--- src/sgr_pkg.sv ---
package sgr_pkg;
	// ****************************************
	// setup word fields
	// ****************************************
	localparam int SU_START_FALL = 3;
	localparam int SU_START_SYNC = 4;
	localparam int SU_STOP_FALL = 5;
	localparam int SU_STOP_START = 6;
	localparam int SU_CLK_BOTH = 7;
	localparam int SU_CLK_FALL = 8;
	localparam int SU_CLK_SYNC = 9;
	localparam int SU_EN_HELD = 10;
	localparam int SU_EN_LOW = 11;
	localparam int SU_CNT_LSB = 12;
	localparam int SU_DLY_LSB = 24;
	localparam int SU_EV_FREE = 28;
	localparam int SU_EV_CLKS = 29;
	localparam int DLY_UNIT_NS = 3;
	// ****************************************
	// opcodes
	// ****************************************
	localparam logic [7:0] OP_DISARM = 8'h01;
	localparam logic [7:0] OP_RST_GATE = 8'h02;
	localparam logic [7:0] OP_RST_ALL = 8'h03;
	localparam logic [7:0] OP_ARM = 8'h04;
	localparam logic [7:0] OP_SHIFT = 8'h05;
	localparam logic [7:0] OP_START = 8'h10;
	localparam logic [7:0] OP_STOP = 8'h14;
	localparam logic [7:0] OP_CLK = 8'h18;
	localparam logic [7:0] OP_EN = 8'h20;
	localparam logic [7:0] OP_EV = 8'h24;
	localparam logic [7:0] OP_DLY = 8'h30;
	localparam logic [7:0] OP_CNT0 = 8'h40;
	localparam logic [7:0] OP_CNT1 = 8'h50;
	localparam logic [7:0] OP_CNT2 = 8'h60;
	localparam logic [7:0] OP_READ = 8'h80;
	// ****************************************
	// shift chain and status
	// ****************************************
	localparam int CHAIN_DEPTH = 26;
	localparam int SIG_POS = 0;
	localparam int SIG_NIBS = 4;
	localparam int EV_POS = 4;
	localparam int EV_NIBS = 6;
	localparam int WAVE_POS = 10;
	localparam int WAVE_NIBS = 16;
	localparam int CLK_PERIOD_NS = 10;
	localparam int CLK_ACT_MS = 200;
	localparam int CLK_ACT_CYC = CLK_ACT_MS * (1000000 / CLK_PERIOD_NS);
	// ****************************************
	// host registers and commands
	// ****************************************
	localparam logic [7:0] HR_SETUP = 8'h00;
	localparam logic [7:0] HR_CMD = 8'h04;
	localparam logic [7:0] HR_RAW = 8'h08;
	localparam logic [7:0] HR_STAT = 8'h0c;
	localparam logic [7:0] HR_RES_A = 8'h10;
	localparam logic [7:0] HR_RES_B = 8'h14;
	typedef enum logic [2:0] {
		C_SETUP = 3'b000, C_ARM = 3'b001, C_SIG = 3'b010, C_EV = 3'b011,
		C_WAVE = 3'b100, C_STAT = 3'b101, C_RAW = 3'b110, C_NONE = 3'b111
	} sgr_cmd_e;
	typedef enum logic [1:0] {
		G_IDLE = 2'b00, G_ARMED = 2'b01, G_OPEN = 2'b10, G_DONE = 2'b11
	} sgr_gate_e;
	typedef enum logic [1:0] {
		H_IDLE = 2'b00, H_SEND = 2'b01, H_WAIT = 2'b10
	} sgr_hst_e;
endpackage

--- src/sgr_pod_if.sv ---
`timescale 1ns/1ps
interface sgr_pod_if;
	logic [7:0] op;
	logic op_stb;
	logic [7:0] ans;
	logic ans_vld;
	modport dev (input op, input op_stb, output ans, output ans_vld);
	modport host (output op, output op_stb, input ans, input ans_vld);
endinterface

--- src/sgr_dev.sv ---
// The placing of the registers and the plain strobed port were left to the implementer.
`timescale 1ns/1ps
module sgr_dev
	import sgr_pkg::*;
#(
	parameter int ACT_CYC = CLK_ACT_CYC
) (
	input wire logic core_clk,
	input wire logic reset_n,
	sgr_pod_if.dev pod,
	input wire logic ext_start,
	input wire logic ext_stop,
	input wire logic ext_clk,
	input wire logic ext_enable,
	input wire logic probe_data,
	input wire logic pod_sync,
	input wire logic gnd_ok,
	output logic [3:0] delay_units,
	output logic gate_open
);
	localparam int ACT_W = $clog2(ACT_CYC + 1);
	if (ACT_CYC < 1) begin : g_chk
		$error("activity window must be at least one cycle");
	end
	// ****************************************
	// state
	// ****************************************
	typedef struct packed {
		sgr_gate_e gate;
		logic start_seen;
		logic stop_seen;
		logic start_fall;
		logic start_sync;
		logic stop_fall;
		logic stop_start;
		logic clk_both;
		logic clk_fall;
		logic clk_sync;
		logic en_held;
		logic en_low;
		logic ev_free;
		logic ev_clks;
		logic run_ev_clks;
		logic [11:0] cnt_cfg;
		logic [11:0] cnt_lim;
		logic [11:0] cnt_run;
		logic [3:0] dly;
		logic [6:0] prev;
		logic [ACT_W-1:0] act;
		logic [0:CHAIN_DEPTH-1][3:0] chain;
		logic [7:0] ans;
		logic ans_vld;
		logic is_open;
	} sgr_dev_s;
	sgr_dev_s q, d;
	logic [6:0] sy;
	sgr_sync #(.W(7)) u_sync (
		.core_clk(core_clk),
		.reset_n(reset_n),
		.async_in({gnd_ok, pod_sync, probe_data, ext_enable, ext_clk, ext_stop, ext_start}),
		.sync_out(sy)
	);
	function automatic logic [3:0] dly_map(input logic [3:0] c);
		dly_map = c - {2'b00, c[3:2]};
	endfunction
	function automatic logic sel_edge(input logic fall, input logic r, input logic f);
		sel_edge = fall ? f : r;
	endfunction
	// ****************************************
	// next state
	// ****************************************
	logic [6:0] rise, fall;
	logic start_ev, stop_ev, clk_ev, en_ok, data_tr, qclk, ev_src, ev_hit;
	logic [15:0] sig;
	logic [23:0] evc;
	logic [63:0] wave;
	always_comb begin
		d = q;
		d.ans_vld = 1'b0;
		d.prev = sy;
		rise = sy & ~q.prev;
		fall = ~sy & q.prev;
		start_ev = q.start_sync ? sel_edge(q.start_fall, rise[5], fall[5])
			: sel_edge(q.start_fall, rise[0], fall[0]);
		stop_ev = q.stop_start ? sel_edge(q.stop_fall, rise[0], fall[0])
			: sel_edge(q.stop_fall, rise[1], fall[1]);
		clk_ev = q.clk_sync ? (q.clk_both ? rise[5] | fall[5] : sel_edge(q.clk_fall, rise[5], fall[5]))
			: (q.clk_both ? rise[2] | fall[2] : sel_edge(q.clk_fall, rise[2], fall[2]));
		en_ok = q.en_held | (sy[3] ^ q.en_low);
		data_tr = rise[4] | fall[4];
		qclk = (q.gate == G_OPEN) & en_ok & clk_ev;
		ev_src = q.run_ev_clks ? clk_ev : data_tr;
		ev_hit = q.ev_free ? ev_src & (q.gate != G_IDLE)
			: ev_src & en_ok & (q.gate == G_OPEN);
		sig = q.chain[SIG_POS +: SIG_NIBS];
		evc = q.chain[EV_POS +: EV_NIBS];
		wave = q.chain[WAVE_POS +: WAVE_NIBS];
		// clock activity window
		if (clk_ev) begin
			d.act = ACT_W'(ACT_CYC);
		end else if (q.act != '0) begin
			d.act = q.act - ACT_W'(1);
		end
		// acquisition
		if (qclk) begin
			sig = {sig[14:0], sy[4] ^ sig[15] ^ sig[11] ^ sig[8] ^ sig[6]};
			wave = {wave[61:0], sy[4], ~sy[4]};
			d.cnt_run = q.cnt_run + 12'h1;
			if (q.cnt_lim != '0 && q.cnt_run + 12'h1 == q.cnt_lim) begin
				d.gate = G_DONE;
			end
		end
		if (ev_hit) begin
			evc = evc + 24'h1;
		end
		d.chain[SIG_POS +: SIG_NIBS] = sig;
		d.chain[EV_POS +: EV_NIBS] = evc;
		d.chain[WAVE_POS +: WAVE_NIBS] = wave;
		if (q.gate == G_ARMED && start_ev) begin
			d.gate = G_OPEN;
			d.start_seen = 1'b1;
		end
		if (q.gate == G_OPEN && stop_ev) begin
			d.gate = G_DONE;
			d.stop_seen = 1'b1;
		end
		// ****************************************
		// opcodes
		// ****************************************
		if (pod.op_stb) begin
			if (pod.op == OP_DISARM) begin
				if (q.gate != G_DONE) begin
					d.gate = G_IDLE;
				end
			end else if (pod.op == OP_RST_GATE || pod.op == OP_RST_ALL) begin
				d.gate = G_IDLE;
				d.start_seen = 1'b0;
				d.stop_seen = 1'b0;
				d.cnt_run = '0;
				if (pod.op == OP_RST_ALL) begin
					d.chain = '0;
				end
			end else if (pod.op == OP_ARM) begin
				d.chain = '0;
				d.start_seen = 1'b0;
				d.stop_seen = 1'b0;
				d.cnt_run = '0;
				d.cnt_lim = q.cnt_cfg;
				d.run_ev_clks = q.ev_clks;
				d.gate = G_ARMED;
			end else if (pod.op == OP_SHIFT) begin
				d.chain = {q.chain[1:CHAIN_DEPTH-1], 4'h0};
			end else if (pod.op == OP_READ) begin
				d.ans = {sy[6], q.stop_seen, q.start_seen, q.act != '0, q.chain[0]};
				d.ans_vld = 1'b1;
			end else if (pod.op[7:2] == OP_START[7:2]) begin
				{d.start_sync, d.start_fall} = pod.op[1:0];
			end else if (pod.op[7:2] == OP_STOP[7:2]) begin
				{d.stop_start, d.stop_fall} = pod.op[1:0];
			end else if (pod.op[7:3] == OP_CLK[7:3]) begin
				{d.clk_sync, d.clk_fall, d.clk_both} = pod.op[2:0];
			end else if (pod.op[7:2] == OP_EN[7:2]) begin
				{d.en_low, d.en_held} = pod.op[1:0];
			end else if (pod.op[7:2] == OP_EV[7:2]) begin
				{d.ev_clks, d.ev_free} = pod.op[1:0];
			end else if (pod.op[7:4] == OP_DLY[7:4]) begin
				if (pod.op[1:0] != 2'b11 || pod.op[3:2] == 2'b11) begin
					d.dly = dly_map(pod.op[3:0]);
				end
			end else if (pod.op[7:4] == OP_CNT0[7:4]) begin
				d.cnt_cfg[3:0] = pod.op[3:0];
			end else if (pod.op[7:4] == OP_CNT1[7:4]) begin
				d.cnt_cfg[7:4] = pod.op[3:0];
			end else if (pod.op[7:4] == OP_CNT2[7:4]) begin
				d.cnt_cfg[11:8] = pod.op[3:0];
			end
		end
		d.is_open = (d.gate == G_OPEN);
	end
	always_ff @(posedge core_clk) begin
		if (!reset_n) begin
			q <= '0;
		end else begin
			q <= d;
		end
	end
	assign pod.ans = q.ans;
	assign pod.ans_vld = q.ans_vld;
	assign delay_units = q.dly;
	assign gate_open = q.is_open;
endmodule // sgr_dev

--- src/sgr_sync.sv ---
`timescale 1ns/1ps
module sgr_sync #(
	parameter int W = 7
) (
	input wire logic core_clk,
	input wire logic reset_n,
	input wire logic [W-1:0] async_in,
	output logic [W-1:0] sync_out
);
	typedef struct packed {
		logic [W-1:0] s1;
		logic [W-1:0] s2;
	} sgr_sync_s;
	sgr_sync_s q, d;
	always_comb begin
		d.s1 = async_in;
		d.s2 = q.s1;
	end
	always_ff @(posedge core_clk) begin
		if (!reset_n) begin
			q <= '0;
		end else begin
			q <= d;
		end
	end
	assign sync_out = q.s2;
endmodule // sgr_sync

--- src/flat_wrapper.sv ---
// flat-port wrapper written by rule: the top's interface ports become plain ports
module sgr_dev_flat import sgr_pkg::*;
#(
	parameter int ACT_CYC = CLK_ACT_CYC
)
  (core_clk, reset_n, ext_start, ext_stop, ext_clk, ext_enable, probe_data, pod_sync, gnd_ok, delay_units, gate_open, pod_op, pod_op_stb, pod_ans, pod_ans_vld);
  sgr_pod_if pod_i ();
  input wire logic core_clk;
  input wire logic reset_n;
  input wire logic ext_start;
  input wire logic ext_stop;
  input wire logic ext_clk;
  input wire logic ext_enable;
  input wire logic probe_data;
  input wire logic pod_sync;
  input wire logic gnd_ok;
  output logic [3:0] delay_units;
  output logic gate_open;
  input wire logic [$bits(pod_i.op)-1:0] pod_op;
  input wire logic [$bits(pod_i.op_stb)-1:0] pod_op_stb;
  output wire logic [$bits(pod_i.ans)-1:0] pod_ans;
  output wire logic [$bits(pod_i.ans_vld)-1:0] pod_ans_vld;
  assign pod_i.op = pod_op;
  assign pod_i.op_stb = pod_op_stb;
  assign pod_ans = pod_i.ans;
  assign pod_ans_vld = pod_i.ans_vld;
  sgr_dev #(.ACT_CYC(ACT_CYC)) u_core (.core_clk(core_clk), .reset_n(reset_n), .pod(pod_i), .ext_start(ext_start), .ext_stop(ext_stop), .ext_clk(ext_clk), .ext_enable(ext_enable), .probe_data(probe_data), .pod_sync(pod_sync), .gnd_ok(gnd_ok), .delay_units(delay_units), .gate_open(gate_open));
endmodule
--- config.mk ---
export PLATFORM = sky130hd
export DESIGN_NAME = sgr_dev_flat
export DESIGN_NICKNAME = d
export VERILOG_FILES = /design/src/sgr_pkg.sv /design/src/sgr_pod_if.sv /design/src/sgr_dev.sv /design/src/sgr_sync.sv /design/src/flat_wrapper.sv
export SDC_FILE = /design/constraint.sdc
export NUM_CORES = 1
export LEC_CHECK = 0
export BUFFER_PORTS_ARGS = -buffer_cell sky130_fd_sc_hd__buf_2
export CAP_MARGIN = 20
export CELL_PAD_IN_SITES_DETAIL_PLACEMENT = 1
export CELL_PAD_IN_SITES_GLOBAL_PLACEMENT = 1
export CORE_ASPECT_RATIO = 1.25
export CORE_UTILIZATION = 52
export CTS_CLUSTER_DIAMETER = 80
export CTS_CLUSTER_SIZE = 28
export DETAILED_ROUTE_END_ITERATION = 8
export GPL_TIMING_DRIVEN = 0
export PLACE_DENSITY_LB_ADDON = 0.1
export SYNTH_ARGS = -nofsm -noshare
export SYNTH_HDL_FRONTEND = slang
export SYNTH_SLANG_ARGS = --single-unit
--- constraint.sdc ---
create_clock -name core_clk -period 3.65 [get_ports core_clk]
set_clock_uncertainty 0.1 [all_clocks]
set_input_delay 0.1825 -clock core_clk [delete_from_list [all_inputs] [get_ports core_clk]]
set_output_delay 0.1825 -clock core_clk [all_outputs]
set_load 0.01 [all_outputs]
==> impl_metrics.csv <==
group,metric,value,unit
outcome,outcome,"finished clean",
critical_path,cp-endpoint,"u_core.q[95]",
power_and_ir_drop,p_leak,0.003771,uW
final_layout,stdcell_area,10910,sq um
global_routing,grt_pass1_vias,8605,
critical_path,worst_setup_path_end_kind,"flop",
job,drv_cap,0,
sta,rsz0062_at_grt,"false",
synth,synth_edf_count,0,
final_layout,fin_cells,1435,
synth,synth.distinct_cells,65,
global_routing,grt.overflow.total,0,
detailed_routing,route.detailed.drc,0,
synth,synth_common_cells,"dfxtp_1 (214), nand2_1 (149), mux2i_1 (114)",
critical_path,critPathLaunchType,"input pin",
placed_design,post-place-ws,368.4,ps
clock_tree,htreeDepth,1,
critical_path,rr_worst_depth,10,
synth,synth_flop_cell,"dfxtp_1",
global_routing,grt_pass1_wl,43380,um
synth,synth.yosys.seq_area_share,42.93,%
placed_design,place_area,10410,sq um
power_and_ir_drop,power,5070,uW
floorplan,dieArea,19750,sq um
critical_path,cp-startpoint,"pod_op[3]",
power_and_ir_drop,clkPwrFrac,31.1,%
critical_path,crit_arrival,3520,ps
placed_design,dp_cells,1408,
detailed_routing,viasPerCell,5.891,
sta,slew_violations,0,
floorplan,die_w,125.9,um
detailed_routing,routed-via-count,8454,
power_and_ir_drop,combPwrFrac,18.7,%
sta,finalHoldViolCount,0,
critical_path,worstPathRequired,3980,ps
clock_tree,cts_root_buf,"clkbuf_16",
synth,synth_top_cell_area_share,42.93,%
final_layout,antenna_cells,0,
critical_path,cp_max_fo,10,
global_routing,antenna_found_initial,0,
critical_path,worstReg2RegStart,"u_core.u_sync.sync_out[5]",
sta,period_share,87.38,%
sta,worst_pin_slew,1034,ps
power_and_ir_drop,intPower,3557,uW
sta,relSlewSlack,30.90,%
synth,netlist_instances,1149,
sta,setup_viol,0,
power_and_ir_drop,powerDensity,464.7,nW/um^2
detailed_routing,ant_nets,0,
detailed_routing,drt_first_pass_iters,5,
sta,fin_setup_tns,0,ps
critical_path,r2r-end,"u_core.q[73]",
power_and_ir_drop,p_switching,1512,uW
clock_tree,cts.sink_count,214,
final_layout,nNetsFinal,1227,
detailed_routing,wl_per_cell,18.72,um
sta,setup_ws,460.6,ps
clock_tree,clk_pin_slew_worst_paths,110,ps
min_path,min_path_type,"input pin to flop",
final_layout,seq_area,4284,sq um
placed_design,gp_congestion,0.9005,
critical_path,regToRegSetupSlack,810,ps
final_layout,drive_above_1_share,8.146,%
detailed_routing,drt-total-wl,26860,um
synth,syn_nets,1177,
floorplan,core,18780,sq um
clock_tree,clk_path_buf_depth,3,
power_and_ir_drop,seq_power_share,50.2,%
critical_path,critPathKind,"input pin to flop",
detailed_routing,drt_iter0_markers,444,
final_layout,area_growth,9.328,%
synth,synth_top_area_cell,"dfxtp_1",
clock_tree,postCtsSetupBuffers,0,
sta,post-route-min-period,3189,ps
clock_tree,numCtsBuffers,13,
power_and_ir_drop,ir_worst_vdd,0.0003935,V
floorplan,die_h,156.9,um
synth,ys_async_sr_fraction,0,%
global_routing,grt_max_degree,29,
synth,ys_top_cells_by_area,"dfxtp_1 (43%), mux2i_1 (11%), nand2_1 (5.6%), o21ai_0 (5.5%), xnor2_1 (4.8%)",
global_routing,grt_usage,27.48,%
placed_design,dp_hpwl,19360,um
synth,synth_seq_cells,214,
floorplan,ioPinCount,32,
final_layout,multiInputGateArea,5273,sq um
synth,synth_area_per_cell,8.685,sq um
clock_tree,clk_latency,490,ps
clock_tree,cts_tree,"done",
final_layout,nFillCells,2257,
floorplan,initial_utilization,53.14,%
synth,netlist_area,9980,sq um
sta,max_freq,313.5,MHz
synth,yosys_warnings,0,
power_and_ir_drop,switching_share,29.83,%
placed_design,io_buffers,27,
synth,synth_most_common_cell,"dfxtp_1",
floorplan,rows,56,
## metal layers
metal / share of wire [%] / up-vias / global-route usage, %
met5: 0 / - / 0
met4: 3.2 / 0 / 10.04
met3: 3.5 / 55 / 3.385
met2: 52 / 159 / 52.28
met1: 41 / 4152 / 31.19
li1: - / 4088 / -
## power by group through the flow
| stage | combinational [uW] | clock (uW) | sequential [uW] |
|---|---|---|---|
| after CTS | 957 | 1620 | 2540 |
| final | 950 | 1580 | 2540 |
| after detailed placement | 939 | 0 | 2590 |
| after floorplan | 762 | 0 | 2570 |
| after global routing | 1060 | 1690 | 2560 |
| after global placement | 921 | 0 | 2590 |
## critical path, stage by stage
cell and delay (ps):
dlygate4sd3_1 530, buf_2 150, clkbuf_1 260, nor4b_2 560, nand3_1 250, nor2_1 390
clkbuf_1 550, buf_2 390, o31ai_1 120, a21oi_1 130
## layout make-up
cell class              instances  share of cell area [%]
multi-input cells             838                   48.33
flip-flops and latches        214                   39.27
plain buffers                  78                   3.383
clock buffers                  13                   2.982
well taps                     232                   2.661
repair buffers                 35                   1.972
clock inverters                 6                  0.7569
inverters                      19                  0.6537
## placed cells by master, fill, tap and decap left out, drive strengths merged, types with 22 or more instances in the layout
master	count
mux2i	114
xnor2	55
nand2	149
nand3	22
a21oi	50
o21ai	112
inv	23
buf	58
nor2	113
dfxtp	214
clkbuf	60
nor4	24
## worst min path at each step
stage                from               endpoint  slack, ps  cells after the start
2_1_floorplan   ext_start     u_core.u_sync.d[0]        210                      1
3_3_place_gp       gnd_ok     u_core.u_sync.d[6]        290                      2
3_5_place_dp   ext_enable     u_core.u_sync.d[3]        300                      2
4_1_cts         pod_op[2]  u_core.delay_units[0]         10                      3
5_1_grt         pod_op[2]  u_core.delay_units[0]         50                      3
6_report        pod_op[2]  u_core.delay_units[0]         30                      3
## sequential cells by signal, indices dropped and copies added (netlist names)
signal	flops
u_core.delay_units	4
u_core.q	186
u_core.u_sync.d	7
u_core.u_sync.sync_out	7
u_core.pod.ans_vld	1
u_core.gate_open	1
u_core.pod.ans	8
## cell families (layout without fill, tap and decap cells)
group / Yosys count / after routing / synth area share, %
compound gates: 229 / 229 / 13.45
simple gates: 412 / 412 / 19.99
flops: 214 / 214 / 42.93
mux: 116 / 116 / 11.66
xor+xnor: 71 / 71 / 6.231
fa+ha+maj: 10 / 10 / 1.329
buf+inv: 97 / 151 / 4.413
## repair_timing
item	CTS	global route
hold endpoints to repair	8	0
gates resized for setup	0	3
hold buffers	8	0
setup endpoints to repair	0	23
## stage by stage
stage                     hold WS (ps)  util [%]
final                            33.43     58.10
after global routing             49.00     58.10
after CTS                        10.45     58.01
after detailed placement         297.1     55.41
after global placement           287.8     55.41
after floorplan                  209.8         -
(Power assumes the default switching activity.)
